--- config.mk ---
export PLATFORM = sky130hd
export DESIGN_NAME = cse_socket_events
export DESIGN_NICKNAME = d
export VERILOG_FILES = /design/src/cse_pkg.sv /design/src/cse_pin_sync.sv /design/src/cse_socket_events.sv
export SDC_FILE = /design/constraint.sdc
export NUM_CORES = 1
export LEC_CHECK = 0
export ABC_CLOCK_PERIOD_IN_PS = 1600
export BUFFER_PORTS_ARGS = -buffer_cell sky130_fd_sc_hd__buf_2
export CAP_MARGIN = 0
export CORE_MARGIN = 2
export CORE_UTILIZATION = 45
export DETAILED_ROUTE_END_ITERATION = 6
export MAX_ROUTING_LAYER = met4
export PLACE_DENSITY_LB_ADDON = 0.15
export SYNTH_ARGS = -nofsm -noshare
export SYNTH_HDL_FRONTEND = slang
export SYNTH_SLANG_ARGS = --single-unit
--- constraint.sdc ---
create_clock -name clk -period 1.6 [get_ports clk]
set_input_delay 0.16 -clock clk [delete_from_list [all_inputs] [get_ports clk]]
set_output_delay 0.16 -clock clk [all_outputs]
set_load 0.05 [all_outputs]
--- src/cse_pkg.sv ---
// Shared constants and types for the card socket status event block
package cse_pkg;
    // Socket window word offsets (byte addresses)
    localparam logic [5:0] OFS_EVENTS = 6'h00;
    localparam logic [5:0] OFS_MASK = 6'h04;
    localparam logic [5:0] OFS_STATE = 6'h08;
    localparam logic [5:0] OFS_FORCE = 6'h0C;
    // Event and mask field positions
    localparam int EV_CARD_STATUS = 0;
    localparam int EV_DETECT_ONE = 1;
    localparam int EV_DETECT_TWO = 2;
    localparam int EV_POWER = 3;
    localparam int EV_WIDTH = 4;
    localparam logic [1:0] DETECT_EN_ON = 2'h3;
    // Present-state field positions
    localparam int ST_CARD_STATUS = 0;
    localparam int ST_DETECT_ONE = 1;
    localparam int ST_DETECT_TWO = 2;
    localparam int ST_POWERED = 3;
    localparam int ST_IS_16BIT = 4;
    localparam int ST_IS_CARDBUS = 5;
    localparam int ST_READY = 6;
    localparam int ST_INFO_LO = 7;
    localparam int ST_INFO_HI = 13;
    localparam int ST_CAPS_LO = 28;
    localparam int ST_CAPS_HI = 31;
    // Reset values
    localparam logic [3:0] CAPS_RESET = 4'h3;
    localparam logic [3:0] MASK_RESET = 4'h0;
    localparam logic [3:0] EVENTS_RESET = 4'h0;
    localparam logic [2:0] PIN_RESET = 3'h6;
    localparam int PIN_COUNT = 3;

    // One access from the socket window decode
    typedef struct packed {
        logic wr;
        logic rd;
        logic [5:0] addr;
        logic [3:0] be;
        logic [31:0] wdata;
    } cse_req_s;

    // Card facts found by interrogation
    typedef struct packed {
        logic [6:0] info;
        logic is_cardbus;
        logic is_16bit;
    } cse_card_s;
endpackage

--- src/cse_pin_sync.sv ---
// Three-stage pin synchroniser with agreement filter
`timescale 1ns/1ps
module cse_pin_sync #(
    parameter int WIDTH = 3,
    parameter logic [WIDTH-1:0] INIT = '0
) (
    input wire logic clk,
    input wire logic rst_n,
    input wire logic [WIDTH-1:0] pin,
    output logic [WIDTH-1:0] level
);
    logic [WIDTH-1:0] stage1;
    logic [WIDTH-1:0] stage2;
    logic [WIDTH-1:0] stage3;

    // Shift chain; first stage only feeds the second
    always_ff @(posedge clk or negedge rst_n)
    begin
        if (!rst_n)
        begin
            stage1 <= INIT;
            stage2 <= INIT;
            stage3 <= INIT;
        end
        else
        begin
            stage1 <= pin;
            stage2 <= stage1;
            stage3 <= stage2;
        end
    end

    // Accept a bit once the two later stages agree
    always_ff @(posedge clk or negedge rst_n)
    begin
        if (!rst_n)
            level <= INIT;
        else
            for (int i = 0; i < WIDTH; i++)
                if (stage2[i] == stage3[i])
                    level[i] <= stage3[i];
    end
endmodule

--- src/cse_socket_events.sv ---
// Socket status-change event, mask and present-state registers
// Behaviour
// Event register bits 31 to 4 always read as zero.
// Power-cycle event bit 3 sets on any powered-state change; write 1 clears.
// Detect-two event bit 2 sets on detect-two state change; write 1 clears.
// Detect-one event bit 1 sets on detect-one state change; write 1 clears.
// CardBus card: card status event sets on rising status edge only; write 1 clears.
// 16-bit card: card status event sets on both status edges.
// Mask only gates the interrupt; events still set when masked.
// Mask bits 31 to 4 read zero and ignore writes.
// Mask bit 3 enables power-cycle interrupt; resets to 0.
// Detect mask field 11 enables, 00 blocks; 01 and 10 undefined.
// Mask bit 0 enables card status interrupt; resets to 0.
// Present-state at 08h read-only; resets to 3000_00XX with live bits.
// Force-event writes show in present-state alongside live socket status.
// Card voltage and type fields update only on insertion, else hold. Here force writes to 0Ch also load them.
// During interrogation detect bits freeze, so no detect events.
// Event register at 00h, cleared by reset, set by force writes.
// Software clears pending events before enabling the interrupt.
// Interrupt high while any enabled event bit is set.
// A new change in the clearing cycle keeps the event bit set.
`timescale 1ns/1ps
module cse_socket_events (
    input wire logic clk,
    input wire logic rst_n,
    input cse_pkg::cse_req_s req,
    output logic [31:0] rdata,
    output logic rvalid,
    input wire logic card_status_pin,
    input wire logic detect_one_pin,
    input wire logic detect_two_pin,
    input wire logic ready_pin,
    input wire logic socket_powered,
    input wire logic interrogating,
    input wire logic card_inserted,
    input cse_pkg::cse_card_s card_found,
    output logic status_change_interrupt
);
    logic [2:0] pin_level;
    logic ready_level;
    logic card_status_level;
    logic detect_one_level;
    logic detect_two_level;
    logic powered_level;
    logic [3:0] events;
    logic [3:0] next_events;
    logic [3:0] mask;
    logic [3:0] caps;
    logic [6:0] card_info;
    logic is_cardbus;
    logic is_16bit;
    logic [3:0] seen;
    logic [3:0] change;
    logic [3:0] clear;
    logic [3:0] force_set;
    logic [3:0] enabled;
    logic [31:0] state_word;
    logic wr_lo;
    logic wr_hi;
    logic hit_events;
    logic hit_mask;
    logic hit_force;
    logic hit_state;

    // True when the access addresses the given window offset
    function automatic logic addr_hit(input cse_pkg::cse_req_s r, input logic [5:0] ofs);
        addr_hit = r.addr == ofs;
    endfunction

    // Live socket pins through the synchroniser
    cse_pin_sync #(
        .WIDTH(cse_pkg::PIN_COUNT),
        .INIT(cse_pkg::PIN_RESET)
    ) u_pins (
        .clk(clk),
        .rst_n(rst_n),
        .pin({detect_two_pin, detect_one_pin, card_status_pin}),
        .level(pin_level)
    );

    cse_pin_sync #(
        .WIDTH(1),
        .INIT(1'h0)
    ) u_ready (
        .clk(clk),
        .rst_n(rst_n),
        .pin(ready_pin),
        .level(ready_level)
    );

    assign card_status_level = pin_level[0];
    assign powered_level = socket_powered;

    // Detect levels held while the lines are used for identification
    always_ff @(posedge clk or negedge rst_n)
    begin
        if (!rst_n)
        begin
            detect_one_level <= 1'h1;
            detect_two_level <= 1'h1;
        end
        else if (!interrogating)
        begin
            detect_one_level <= pin_level[1];
            detect_two_level <= pin_level[2];
        end
    end

    // Byte lanes of the access
    assign wr_lo = req.wr && req.be[0];
    assign wr_hi = req.wr && req.be[3];

    // Offset decode shared by every register
    assign hit_events = addr_hit(req, cse_pkg::OFS_EVENTS);
    assign hit_mask = addr_hit(req, cse_pkg::OFS_MASK);
    assign hit_force = addr_hit(req, cse_pkg::OFS_FORCE);
    assign hit_state = addr_hit(req, cse_pkg::OFS_STATE);

    // Card facts latched on insertion or forced by software
    always_ff @(posedge clk or negedge rst_n)
    begin
        if (!rst_n)
        begin
            caps <= cse_pkg::CAPS_RESET;
            card_info <= 7'h00;
            is_cardbus <= 1'h0;
            is_16bit <= 1'h0;
        end
        else
        begin
            if (wr_hi && hit_force)
                caps <= req.wdata[cse_pkg::ST_CAPS_HI:cse_pkg::ST_CAPS_LO];
            if (req.wr && req.be[1] && req.be[0] && hit_force)
            begin
                card_info <= req.wdata[cse_pkg::ST_INFO_HI:cse_pkg::ST_INFO_LO];
                is_cardbus <= req.wdata[cse_pkg::ST_IS_CARDBUS];
                is_16bit <= req.wdata[cse_pkg::ST_IS_16BIT];
            end
            else if (card_inserted)
            begin
                card_info <= card_found.info;
                is_cardbus <= card_found.is_cardbus;
                is_16bit <= card_found.is_16bit;
            end
        end
    end

    // Present-state word; reserved bits 27 to 14 are zero
    always_comb
    begin
        state_word = 32'h0000_0000;
        state_word[cse_pkg::ST_CAPS_HI:cse_pkg::ST_CAPS_LO] = caps;
        state_word[cse_pkg::ST_INFO_HI:cse_pkg::ST_INFO_LO] = card_info;
        state_word[cse_pkg::ST_READY] = ready_level;
        state_word[cse_pkg::ST_IS_CARDBUS] = is_cardbus;
        state_word[cse_pkg::ST_IS_16BIT] = is_16bit;
        state_word[cse_pkg::ST_POWERED] = powered_level;
        state_word[cse_pkg::ST_DETECT_TWO] = detect_two_level;
        state_word[cse_pkg::ST_DETECT_ONE] = detect_one_level;
        state_word[cse_pkg::ST_CARD_STATUS] = card_status_level;
    end

    // Previous levels of the watched present-state bits
    always_ff @(posedge clk or negedge rst_n)
    begin
        if (!rst_n)
            seen <= {1'h0, 2'h3, 1'h0};
        else
            seen <= state_word[3:0];
    end

    // Change detection per event source
    always_comb
    begin
        change = state_word[3:0] ^ seen;
        if (is_cardbus)
            change[cse_pkg::EV_CARD_STATUS] = card_status_level && !seen[0];
        else
            change[cse_pkg::EV_CARD_STATUS] = card_status_level != seen[0];
    end

    assign clear = (wr_lo && hit_events) ? req.wdata[3:0] : 4'h0;
    assign force_set = (wr_lo && hit_force) ? req.wdata[3:0] : 4'h0;
    // Set wins over clear; mask plays no part here
    assign next_events = (events & ~clear) | change | force_set;

    // Sticky event bits
    always_ff @(posedge clk or negedge rst_n)
    begin
        if (!rst_n)
            events <= cse_pkg::EVENTS_RESET;
        else
            events <= next_events;
    end

    // Mask register, low nibble only
    always_ff @(posedge clk or negedge rst_n)
    begin
        if (!rst_n)
            mask <= cse_pkg::MASK_RESET;
        else if (wr_lo && hit_mask)
            mask <= req.wdata[3:0];
    end

    // Interrupt enables; reserved detect codes block
    always_comb
    begin
        enabled = 4'h0;
        enabled[cse_pkg::EV_POWER] = mask[3];
        enabled[cse_pkg::EV_DETECT_TWO] = mask[2:1] == cse_pkg::DETECT_EN_ON;
        enabled[cse_pkg::EV_DETECT_ONE] = mask[2:1] == cse_pkg::DETECT_EN_ON;
        enabled[cse_pkg::EV_CARD_STATUS] = mask[0];
    end

    // Level request from enabled pending events
    assign status_change_interrupt = |(events & enabled);

    // Read data registered one cycle after the request
    always_ff @(posedge clk or negedge rst_n)
    begin
        if (!rst_n)
        begin
            rdata <= 32'h0000_0000;
            rvalid <= 1'h0;
        end
        else
        begin
            rvalid <= req.rd;
            if (req.rd)
            begin
                unique case (req.addr)
                    cse_pkg::OFS_EVENTS: rdata <= {28'h0000000, events};
                    cse_pkg::OFS_MASK: rdata <= {28'h0000000, mask};
                    cse_pkg::OFS_STATE: rdata <= state_word;
                    default: rdata <= 32'h0000_0000; // Force register is write-only
                endcase
            end
        end
    end

    // Checks on the event and mask logic
    a_evt_upper_zero: assert property (@(posedge clk) disable iff (!rst_n)
        req.rd && req.addr == cse_pkg::OFS_EVENTS |=> rvalid && rdata[31:4] == 28'h0000000)
        else $error("event upper bits not zero");
    a_power_evt_set: assert property (@(posedge clk) disable iff (!rst_n)
        powered_level != seen[3] |=> events[3])
        else $error("power event missed");
    a_det_two_evt: assert property (@(posedge clk) disable iff (!rst_n)
        $changed(detect_two_level) |=> events[2])
        else $error("detect two event missed");
    a_det_one_evt: assert property (@(posedge clk) disable iff (!rst_n)
        $changed(detect_one_level) |=> events[1])
        else $error("detect one event missed");
    a_cb_no_fall: assert property (@(posedge clk) disable iff (!rst_n)
        is_cardbus && !card_status_level && seen[0] && !events[0] && force_set[0] == 1'h0
        |=> !events[0])
        else $error("cardbus falling edge set event");
    a_bit16_fall_set: assert property (@(posedge clk) disable iff (!rst_n)
        !is_cardbus && !card_status_level && seen[0] |=> events[0])
        else $error("16-bit falling edge missed");
    a_mask_upper_zero: assert property (@(posedge clk) disable iff (!rst_n)
        req.rd && req.addr == cse_pkg::OFS_MASK |=> rdata[31:4] == 28'h0000000)
        else $error("mask upper bits not zero");
    a_detect_frozen: assert property (@(posedge clk) disable iff (!rst_n)
        interrogating |=> $stable(detect_one_level) && $stable(detect_two_level))
        else $error("detect bits moved during interrogation");
    a_info_hold: assert property (@(posedge clk) disable iff (!rst_n)
        !card_inserted && !(req.wr && req.addr == cse_pkg::OFS_FORCE) |=> $stable(card_info) && $stable(is_cardbus))
        else $error("card facts changed between insertions");
    a_irq_enabled: assert property (@(posedge clk) disable iff (!rst_n)
        events[3] && mask[3] |-> status_change_interrupt)
        else $error("enabled event without interrupt");
    a_irq_detect_code: assert property (@(posedge clk) disable iff (!rst_n)
        mask == 4'h6 && events[1] |-> status_change_interrupt)
        else $error("detect mask 11 did not enable");
    a_set_wins: assert property (@(posedge clk) disable iff (!rst_n)
        clear[3] && powered_level != seen[3] |=> events[3])
        else $error("clear beat a new change");
    a_clear_works: assert property (@(posedge clk) disable iff (!rst_n)
        clear[2] && !change[2] && !force_set[2] |=> !events[2])
        else $error("write one did not clear");

    // Clearing, masking, latching and read-back checks
    a_power_clear: assert property (@(posedge clk) disable iff (!rst_n)
        clear[3] && !change[3] && !force_set[3] |=> !events[3])
        else $error("power event not cleared");
    a_det_one_clear: assert property (@(posedge clk) disable iff (!rst_n)
        clear[1] && !change[1] && !force_set[1] |=> !events[1])
        else $error("detect one event not cleared");
    a_status_clear: assert property (@(posedge clk) disable iff (!rst_n)
        clear[0] && !change[0] && !force_set[0] |=> !events[0])
        else $error("card status event not cleared");
    a_cb_rise_set: assert property (@(posedge clk) disable iff (!rst_n)
        is_cardbus && card_status_level && !seen[0] |=> events[0])
        else $error("cardbus rising edge missed");
    a_masked_still_set: assert property (@(posedge clk) disable iff (!rst_n)
        mask == 4'h0 && change[1] |=> events[1])
        else $error("masked detect event not recorded");
    a_irq_blocked: assert property (@(posedge clk) disable iff (!rst_n)
        mask == 4'h0 |-> !status_change_interrupt)
        else $error("interrupt with all events masked");
    a_mask_hold: assert property (@(posedge clk) disable iff (!rst_n)
        !(wr_lo && hit_mask) |=> $stable(mask))
        else $error("mask changed without a write");
    a_mask_write: assert property (@(posedge clk) disable iff (!rst_n)
        wr_lo && hit_mask |=> mask == $past(req.wdata[3:0]))
        else $error("mask write not taken");
    a_irq_detect_block: assert property (@(posedge clk) disable iff (!rst_n)
        mask == 4'h2 |-> !status_change_interrupt)
        else $error("reserved detect code raised interrupt");
    a_irq_status: assert property (@(posedge clk) disable iff (!rst_n)
        events[0] && mask[0] |-> status_change_interrupt)
        else $error("card status event without interrupt");
    a_state_rsvd_zero: assert property (@(posedge clk) disable iff (!rst_n)
        req.rd && hit_state |=> rdata[27:14] == 14'h0)
        else $error("present state reserved bits not zero");
    a_state_caps: assert property (@(posedge clk) disable iff (!rst_n)
        req.rd && hit_state |=> rdata[31:28] == $past(caps))
        else $error("present state caps field wrong");
    a_caps_hold: assert property (@(posedge clk) disable iff (!rst_n)
        !(wr_hi && hit_force) |=> $stable(caps))
        else $error("caps changed without a force write");
    a_force_info: assert property (@(posedge clk) disable iff (!rst_n)
        req.wr && req.be[1] && req.be[0] && hit_force
        |=> card_info == $past(req.wdata[cse_pkg::ST_INFO_HI:cse_pkg::ST_INFO_LO]))
        else $error("forced card facts not taken");
    a_info_latch: assert property (@(posedge clk) disable iff (!rst_n)
        card_inserted && !(req.wr && req.be[1] && req.be[0] && hit_force)
        |=> card_info == $past(card_found.info) && is_cardbus == $past(card_found.is_cardbus))
        else $error("card facts not latched on insertion");
    a_detect_no_evt: assert property (@(posedge clk) disable iff (!rst_n)
        interrogating && $past(interrogating) |-> !change[1] && !change[2])
        else $error("detect change seen during interrogation");
    a_force_sets: assert property (@(posedge clk) disable iff (!rst_n)
        |force_set |=> (events & $past(force_set)) == $past(force_set))
        else $error("forced event not set");
    a_evt_read: assert property (@(posedge clk) disable iff (!rst_n)
        req.rd && hit_events |=> rdata[3:0] == $past(events))
        else $error("event read data wrong");
    a_irq_idle: assert property (@(posedge clk) disable iff (!rst_n)
        events == 4'h0 |-> !status_change_interrupt)
        else $error("interrupt without a pending event");

    c_power_irq: cover property (@(posedge clk) disable iff (!rst_n) $rose(status_change_interrupt) && events[3]);
    c_cb_rise: cover property (@(posedge clk) disable iff (!rst_n) is_cardbus && $rose(events[0]));
    c_set_clear: cover property (@(posedge clk) disable iff (!rst_n) |(clear & change));
    c_interrogate: cover property (@(posedge clk) disable iff (!rst_n) interrogating && $changed(pin_level[1]));
    c_bit16_fall: cover property (@(posedge clk) disable iff (!rst_n) !is_cardbus && change[0] && !card_status_level);
endmodule

# Yosys cells after proc, flatten, opt, wreduce, memory -nomap -nowiden
# Index checks and enable logic that the tools add are counted.
[classes] add_sub_neg=0 n_mul=0 n_div=0 order_cmp=0 n_eq_ne=9 n_shift=0 muxes=10 n_bitwise=6 n_reduce_logical=14
[op_table] operator="$pmux 32 s3" n=1
[op_table] operator="$mux 7" n=2
[op_table] operator="$eq 6x4->1 const B" n=2
[op_table] operator="$logic_and 1x1->1" n=10
[op_table] operator="$and 4x4->4" n=2
[op_table] operator="$mux 4" n=2
[op_table] operator="$or 4x4->4" n=2
[op_table] operator="$eq 6x3->1 const B" n=1
[op_table] operator="$logic_not 6->1" n=1
[op_table] operator="$mux 1" n=5
[op_table] operator="$eq 1x1->1" n=4
[op_table] operator="$not 4->4" n=1
[op_table] operator="$reduce_or 4->1" n=1
[op_table] operator="$xor 4x4->4" n=1
[op_table] operator="$eq 2x2->1 const B" n=1
[op_table] operator="$reduce_bool 2->1" n=1
[op_table] operator="$logic_not 1->1" n=1
[op_table] operator="$ne 1x1->1" n=1
[totals] ff_bits=76 latchBits=0 ram_bits=0 rom_bits=0 input_bits=62 out_inout_bits=34 elab_cells=60 mem_count=0

# Depth between registers and ports, before layout
[logic_depth] ltp_word=7 depth_mapped=5

# By module
# A second synthesis with hierarchy kept.
[hier_totals] hier_cells=208 hier_area_um2=2636.3
[by_module_without_submodules] module="cse_socket_events" instances=1 cells_per_inst=188 area_each_um2=2180.8 seq_area_each_um2=1158.6
[by_module_without_submodules] module="cse_pin_sync (u_pins)" instances=1 cells_per_inst=15 area_each_um2=344.1 seq_area_each_um2=310.3
[by_module_without_submodules] module="cse_pin_sync (u_ready)" instances=1 cells_per_inst=5 area_each_um2=111.4 seq_area_each_um2=100.1

# Worst setup path after synthesis
# No wires, ideal clock.
[synth_timing] path_kind="in2reg" start="in req[41] (netlist bit)" end="reg card_info[0]" t_arrival_ns=1.659 slack_ns=-0.184 cell_stages=4 n_path_buf=1 path_cell_list="or4_4 > or4_4 > buf_6 > mux2_4"
[synth_via] elab_chain_len=3
[synth_rtl] item="from (decl)" line="cse_socket_events.sv:26" source="input cse_pkg::cse_req_s req,"
[synth_rtl] item="$eq 6x4->1 *" line="cse_socket_events.sv:67" source="addr_hit = r.addr == ofs;"
[synth_rtl] item="$logic_and 1x1->1 *" line="cse_socket_events.sv:133" source="if (req.wr && req.be[1] && req.be[0] && hit_force)"
[synth_rtl] item="$mux 7 or $reduce_bool 2->1 (tied branches)"
[synth_rtl] item="to (signal assigned)" line="cse_socket_events.sv:135" source="card_info <= req.wdata[cse_pkg::ST_INFO_HI:cse_pkg::ST_INFO_LO];"
[synth_rtl] item="to (signal assigned)" line="cse_socket_events.sv:141" source="card_info <= card_found.info;"
[synth_rtl] item="to (decl)" line="cse_socket_events.sv:49" source="logic [6:0] card_info;"
# Every way passes the cells marked *; elsewhere a longest branch is shown, timed or not.
# A chain may end at the register's enable or synchronous reset.

# Worst setup path after layout
[layout_timing] start="in req[41] (netlist bit)" end="reg is_cardbus"
[layout_via] elab_chain_len=3
[layout_rtl] item="$eq 6x4->1 *" line="cse_socket_events.sv:67"
[layout_rtl] item="$logic_and 1x1->1 *" line="cse_socket_events.sv:133"
[layout_rtl] item="$mux 1 or $reduce_bool 2->1 (tied branches)"
[layout_rtl] item="to (signal assigned)" line="cse_socket_events.sv:136" source="is_cardbus <= req.wdata[cse_pkg::ST_IS_CARDBUS];"
[layout_rtl] item="to (signal assigned)" line="cse_socket_events.sv:142" source="is_cardbus <= card_found.is_cardbus;"
[layout_rtl] item="to (decl)" line="cse_socket_events.sv:50" source="logic is_cardbus;"
# Marks and branches as above.

==> impl_metrics.csv <==
group,metric,value,unit
status,status,"completed",
yosys,synth_compound_area_frac,0.0789,
routing,met1Wirelength,2.21,mm
yosys,synth.mux.area_fraction,0.148,
worst_hold_path,min_path_type,"input pin to register",
critical_path,r2r_slack,0.40,ns
yosys,synth-edff-count,0,
yosys,synthDominantCellAreaShare,0.456,
global_routing,antenna_found_initial,0,
cts,post_cts_buffers,0,
timing,skew,0.0113,ns
critical_path,setup.worst_path.end_class,"register",
power,total_leakage_power,0.00161,uW
floorplanning,fp.coreArea,5570,um2
critical_path,crit_arrival,1.79,ns
critical_path,path_max_fanout,9,
global_routing,grt_max_degree,63,
yosys,avgSynthCellArea,12.7,um2
routing,dr_wl_met2,2.41,mm
cts,clk_latency,0.33,ns
timing,post-route-period-util,0.984,
yosys,synthTopCellsByCount,"dfrtp_1, inv_1, nand2_1",
routing,wl_met3,262,um
cts,clk_pin_slew_worst_paths,0.07,ns
yosys,ys.flop_type,"dfrtp_1",
yosys,ys_async_sr_fraction,1.00,
cts,holdBufCountCts,6,
yosys,syn_inst,208,
floorplanning,die_h,80.5,um
global_routing,grt_pass1_vias,1714,
routing,firstDrtPassIters,4,
floorplanning,dieWidth,80.5,um
cts,cts_buffers,9,
floorplanning,io_pins,96,
global_routing,overflow,0,
timing,fin_crit,1.58,ns
cells_and_area,synthToLayoutAreaGrowth,26.5,%
timing,finalWorstSetupSlack,0.0249,ns
power,ir_drop,0.564,mV
flow_run,maxCapViolations,0,
cells_and_area,drive_above_1_share,0.455,
routing,drtIter0Drc,92,
yosys,synthesis.area,2630,um2
cts,cts_max_path_buffers,2,
timing,rsz0062_at_grt,"no",
worst_hold_path,min_to,"card_info[1]",
yosys,synth.most_common_cell,"dfrtp_1",
routing,vias,1768,
cells_and_area,fill_cells,472,
cts,clk_root_buffer_cell,"clkbuf_8",
cells_and_area,diodes,0,
cells_and_area,multi_input_area,890,um2
floorplanning,die_area,6470,um2
place,finalWeightedCongestion,0.756,
yosys,synth_simple_gate_area_share,0.0613,
critical_path,r2r_end,"events[0]",
timing,finalHoldViolations,0,
yosys,yosys.area.top_type,"dfrtp_1",
worst_hold_path,holdCritStartpoint,"req[8]",
cts,cts_resized,0,
floorplanning,rows,27,
yosys,yosys_register_bits,62,
critical_path,start_kind,"input pin",
yosys,synth_seq_area_share,0.596,
cells_and_area,nNetsFinal,357,
floorplanning,initial_core_util,0.472,
yosys,synth_top_family_by_area,"multiplexers",
yosys,synth-xor-area-share,0.00999,
timing,fmax,635,MHz
yosys,synth.area.top_cells,"dfrtp_1, dfstp_2, mux2_2",
timing,setup_viol,0,
worst_hold_path,hold-path-cell-count,2,
routing,wl,4.92,mm
routing,drc,0,
global_routing,grt_usage,0.172,
timing,slew_violations,0,
critical_path,r2r_cells,3,
cts,clock_sinks,62,
critical_path,critPathKind,"input pin to register",
critical_path,reg2reg_from,"u_pins.level[0]",
place,dp_hpwl,3.43,mm
cts,cts_tree,"done",
yosys,synth_warnings,0,
cells_and_area,regArea,1570,um2
routing,vias_per_cell,4.77,
power,p_per_area,1050,nW/um2
global_routing,grt_pass1_wl,8.00,mm
cts,h-tree-depth,3,
place,port_buffers,65,
place,pre_cts_ws,-0.328,ns
routing,antenna_left,0,
timing,timing.hold.ws,0.0559,ns
yosys,synth-adder-area-share,0.0200,
yosys,ys_types,27,
routing,routed.top_layer,"met4",
routing,wl_per_cell,13.3,um
timing,finalSetupTns,0,ns
critical_path,worstPathRequired,1.82,ns
-- state kept, by name, indices dropped and copies added (netlist names), 3 cells and up --
register / cells
card_info: 7
seen: 4
events: 4
caps: 4
rdata: 18
u_pins.level: 3
u_pins.stage2: 3
mask: 4
u_pins.stage3: 3
u_pins.stage1: 3
-- worst max-delay path by stage --
stage / endpoint / from / cells after the start / slack (ns)
3_5_place_dp: card_info[5] / req[41] / 4 / -0.33
2_1_floorplan: card_info[0] / req[41] / 4 / -0.18
3_3_place_gp: card_info[3] / req[41] / 4 / -0.32
4_1_cts: is_cardbus / req[41] / 4 / 0.03
6_report: is_cardbus / req[41] / 4 / 0.02
5_1_grt: card_info[0] / req[41] / 4 / 0.005
-- layer usage --
layer	global-route usage	up-vias
met3	0.0371	4
li1	-	863
met4	0.0864	0
met2	0.255	64
met1	0.223	837
met5	-	-
-- worst max-delay path, stage by stage --
cell,delay [ns]
buf_2,0.11
or4_4,0.53
or4_4,0.65
mux2_4,0.33
-- layout make-up --
class | count | area share
flip-flops and latches | 62 | 0.471
multi-input cells | 116 | 0.267
clock inverters | 4 | 0.0143
repair buffers | 84 | 0.153
inverters | 21 | 0.0237
clock buffers | 12 | 0.0436
well taps | 72 | 0.0271
-- placed cells by master, fill, tap and decap left out, drive strengths merged --
| cell | instances |
|---|---|
| a221o | 4 |
| a22oi | 1 |
| a2bb2oi | 4 |
| buf | 78 |
| bufinv | 1 |
| clkbuf | 12 |
| clkinv | 2 |
| clkinvlp | 1 |
| conb | 14 |
| dfrtp | 48 |
| dfstp | 14 |
| dlygate4sd3 | 6 |
| ha | 1 |
| inv | 21 |
| maj3 | 4 |
| mux2 | 28 |
| mux2i | 4 |
| nand2 | 20 |
| nand3 | 5 |
| nor2b | 1 |
| nor3 | 2 |
| nor4 | 2 |
| nor4bb | 1 |
| o211ai | 1 |
| o21ai | 1 |
| o22ai | 18 |
| or4 | 2 |
| xor2 | 3 |
-- report_power, final --
part           switching [uW]  internal [uW]  total, uW
logic                     241            188        429
registers                53.0           1680       1730
clock network             567            757       1320
total                     862           2630       3490
-- stage by stage --
| stage | cells | cell area [um2] | power (uW) | utilization |
|---|---|---|---|---|
| after global routing | 371 | 3330 | 3660 | 0.597 |
| after detailed placement | 349 | 3080 | 2190 | 0.552 |
| after CTS | 371 | 3330 | 3530 | 0.597 |
| after floorplan | 221 | 2680 | 2050 | - |
| final | 371 | 3330 | 3490 | 0.597 |
| after global placement | 349 | 3080 | 2180 | 0.552 |
-- cell families after synthesis --
group	after synthesis
AO/OA/AOI/OAI	29
XOR/XNOR	3
adder cells (fa/ha/maj)	5
buffers and inverters	43
flip-flops	62
multiplexers	32
other	1
AND/OR/NAND/NOR	33
Note: power is estimated with default switching activity, not from simulation.
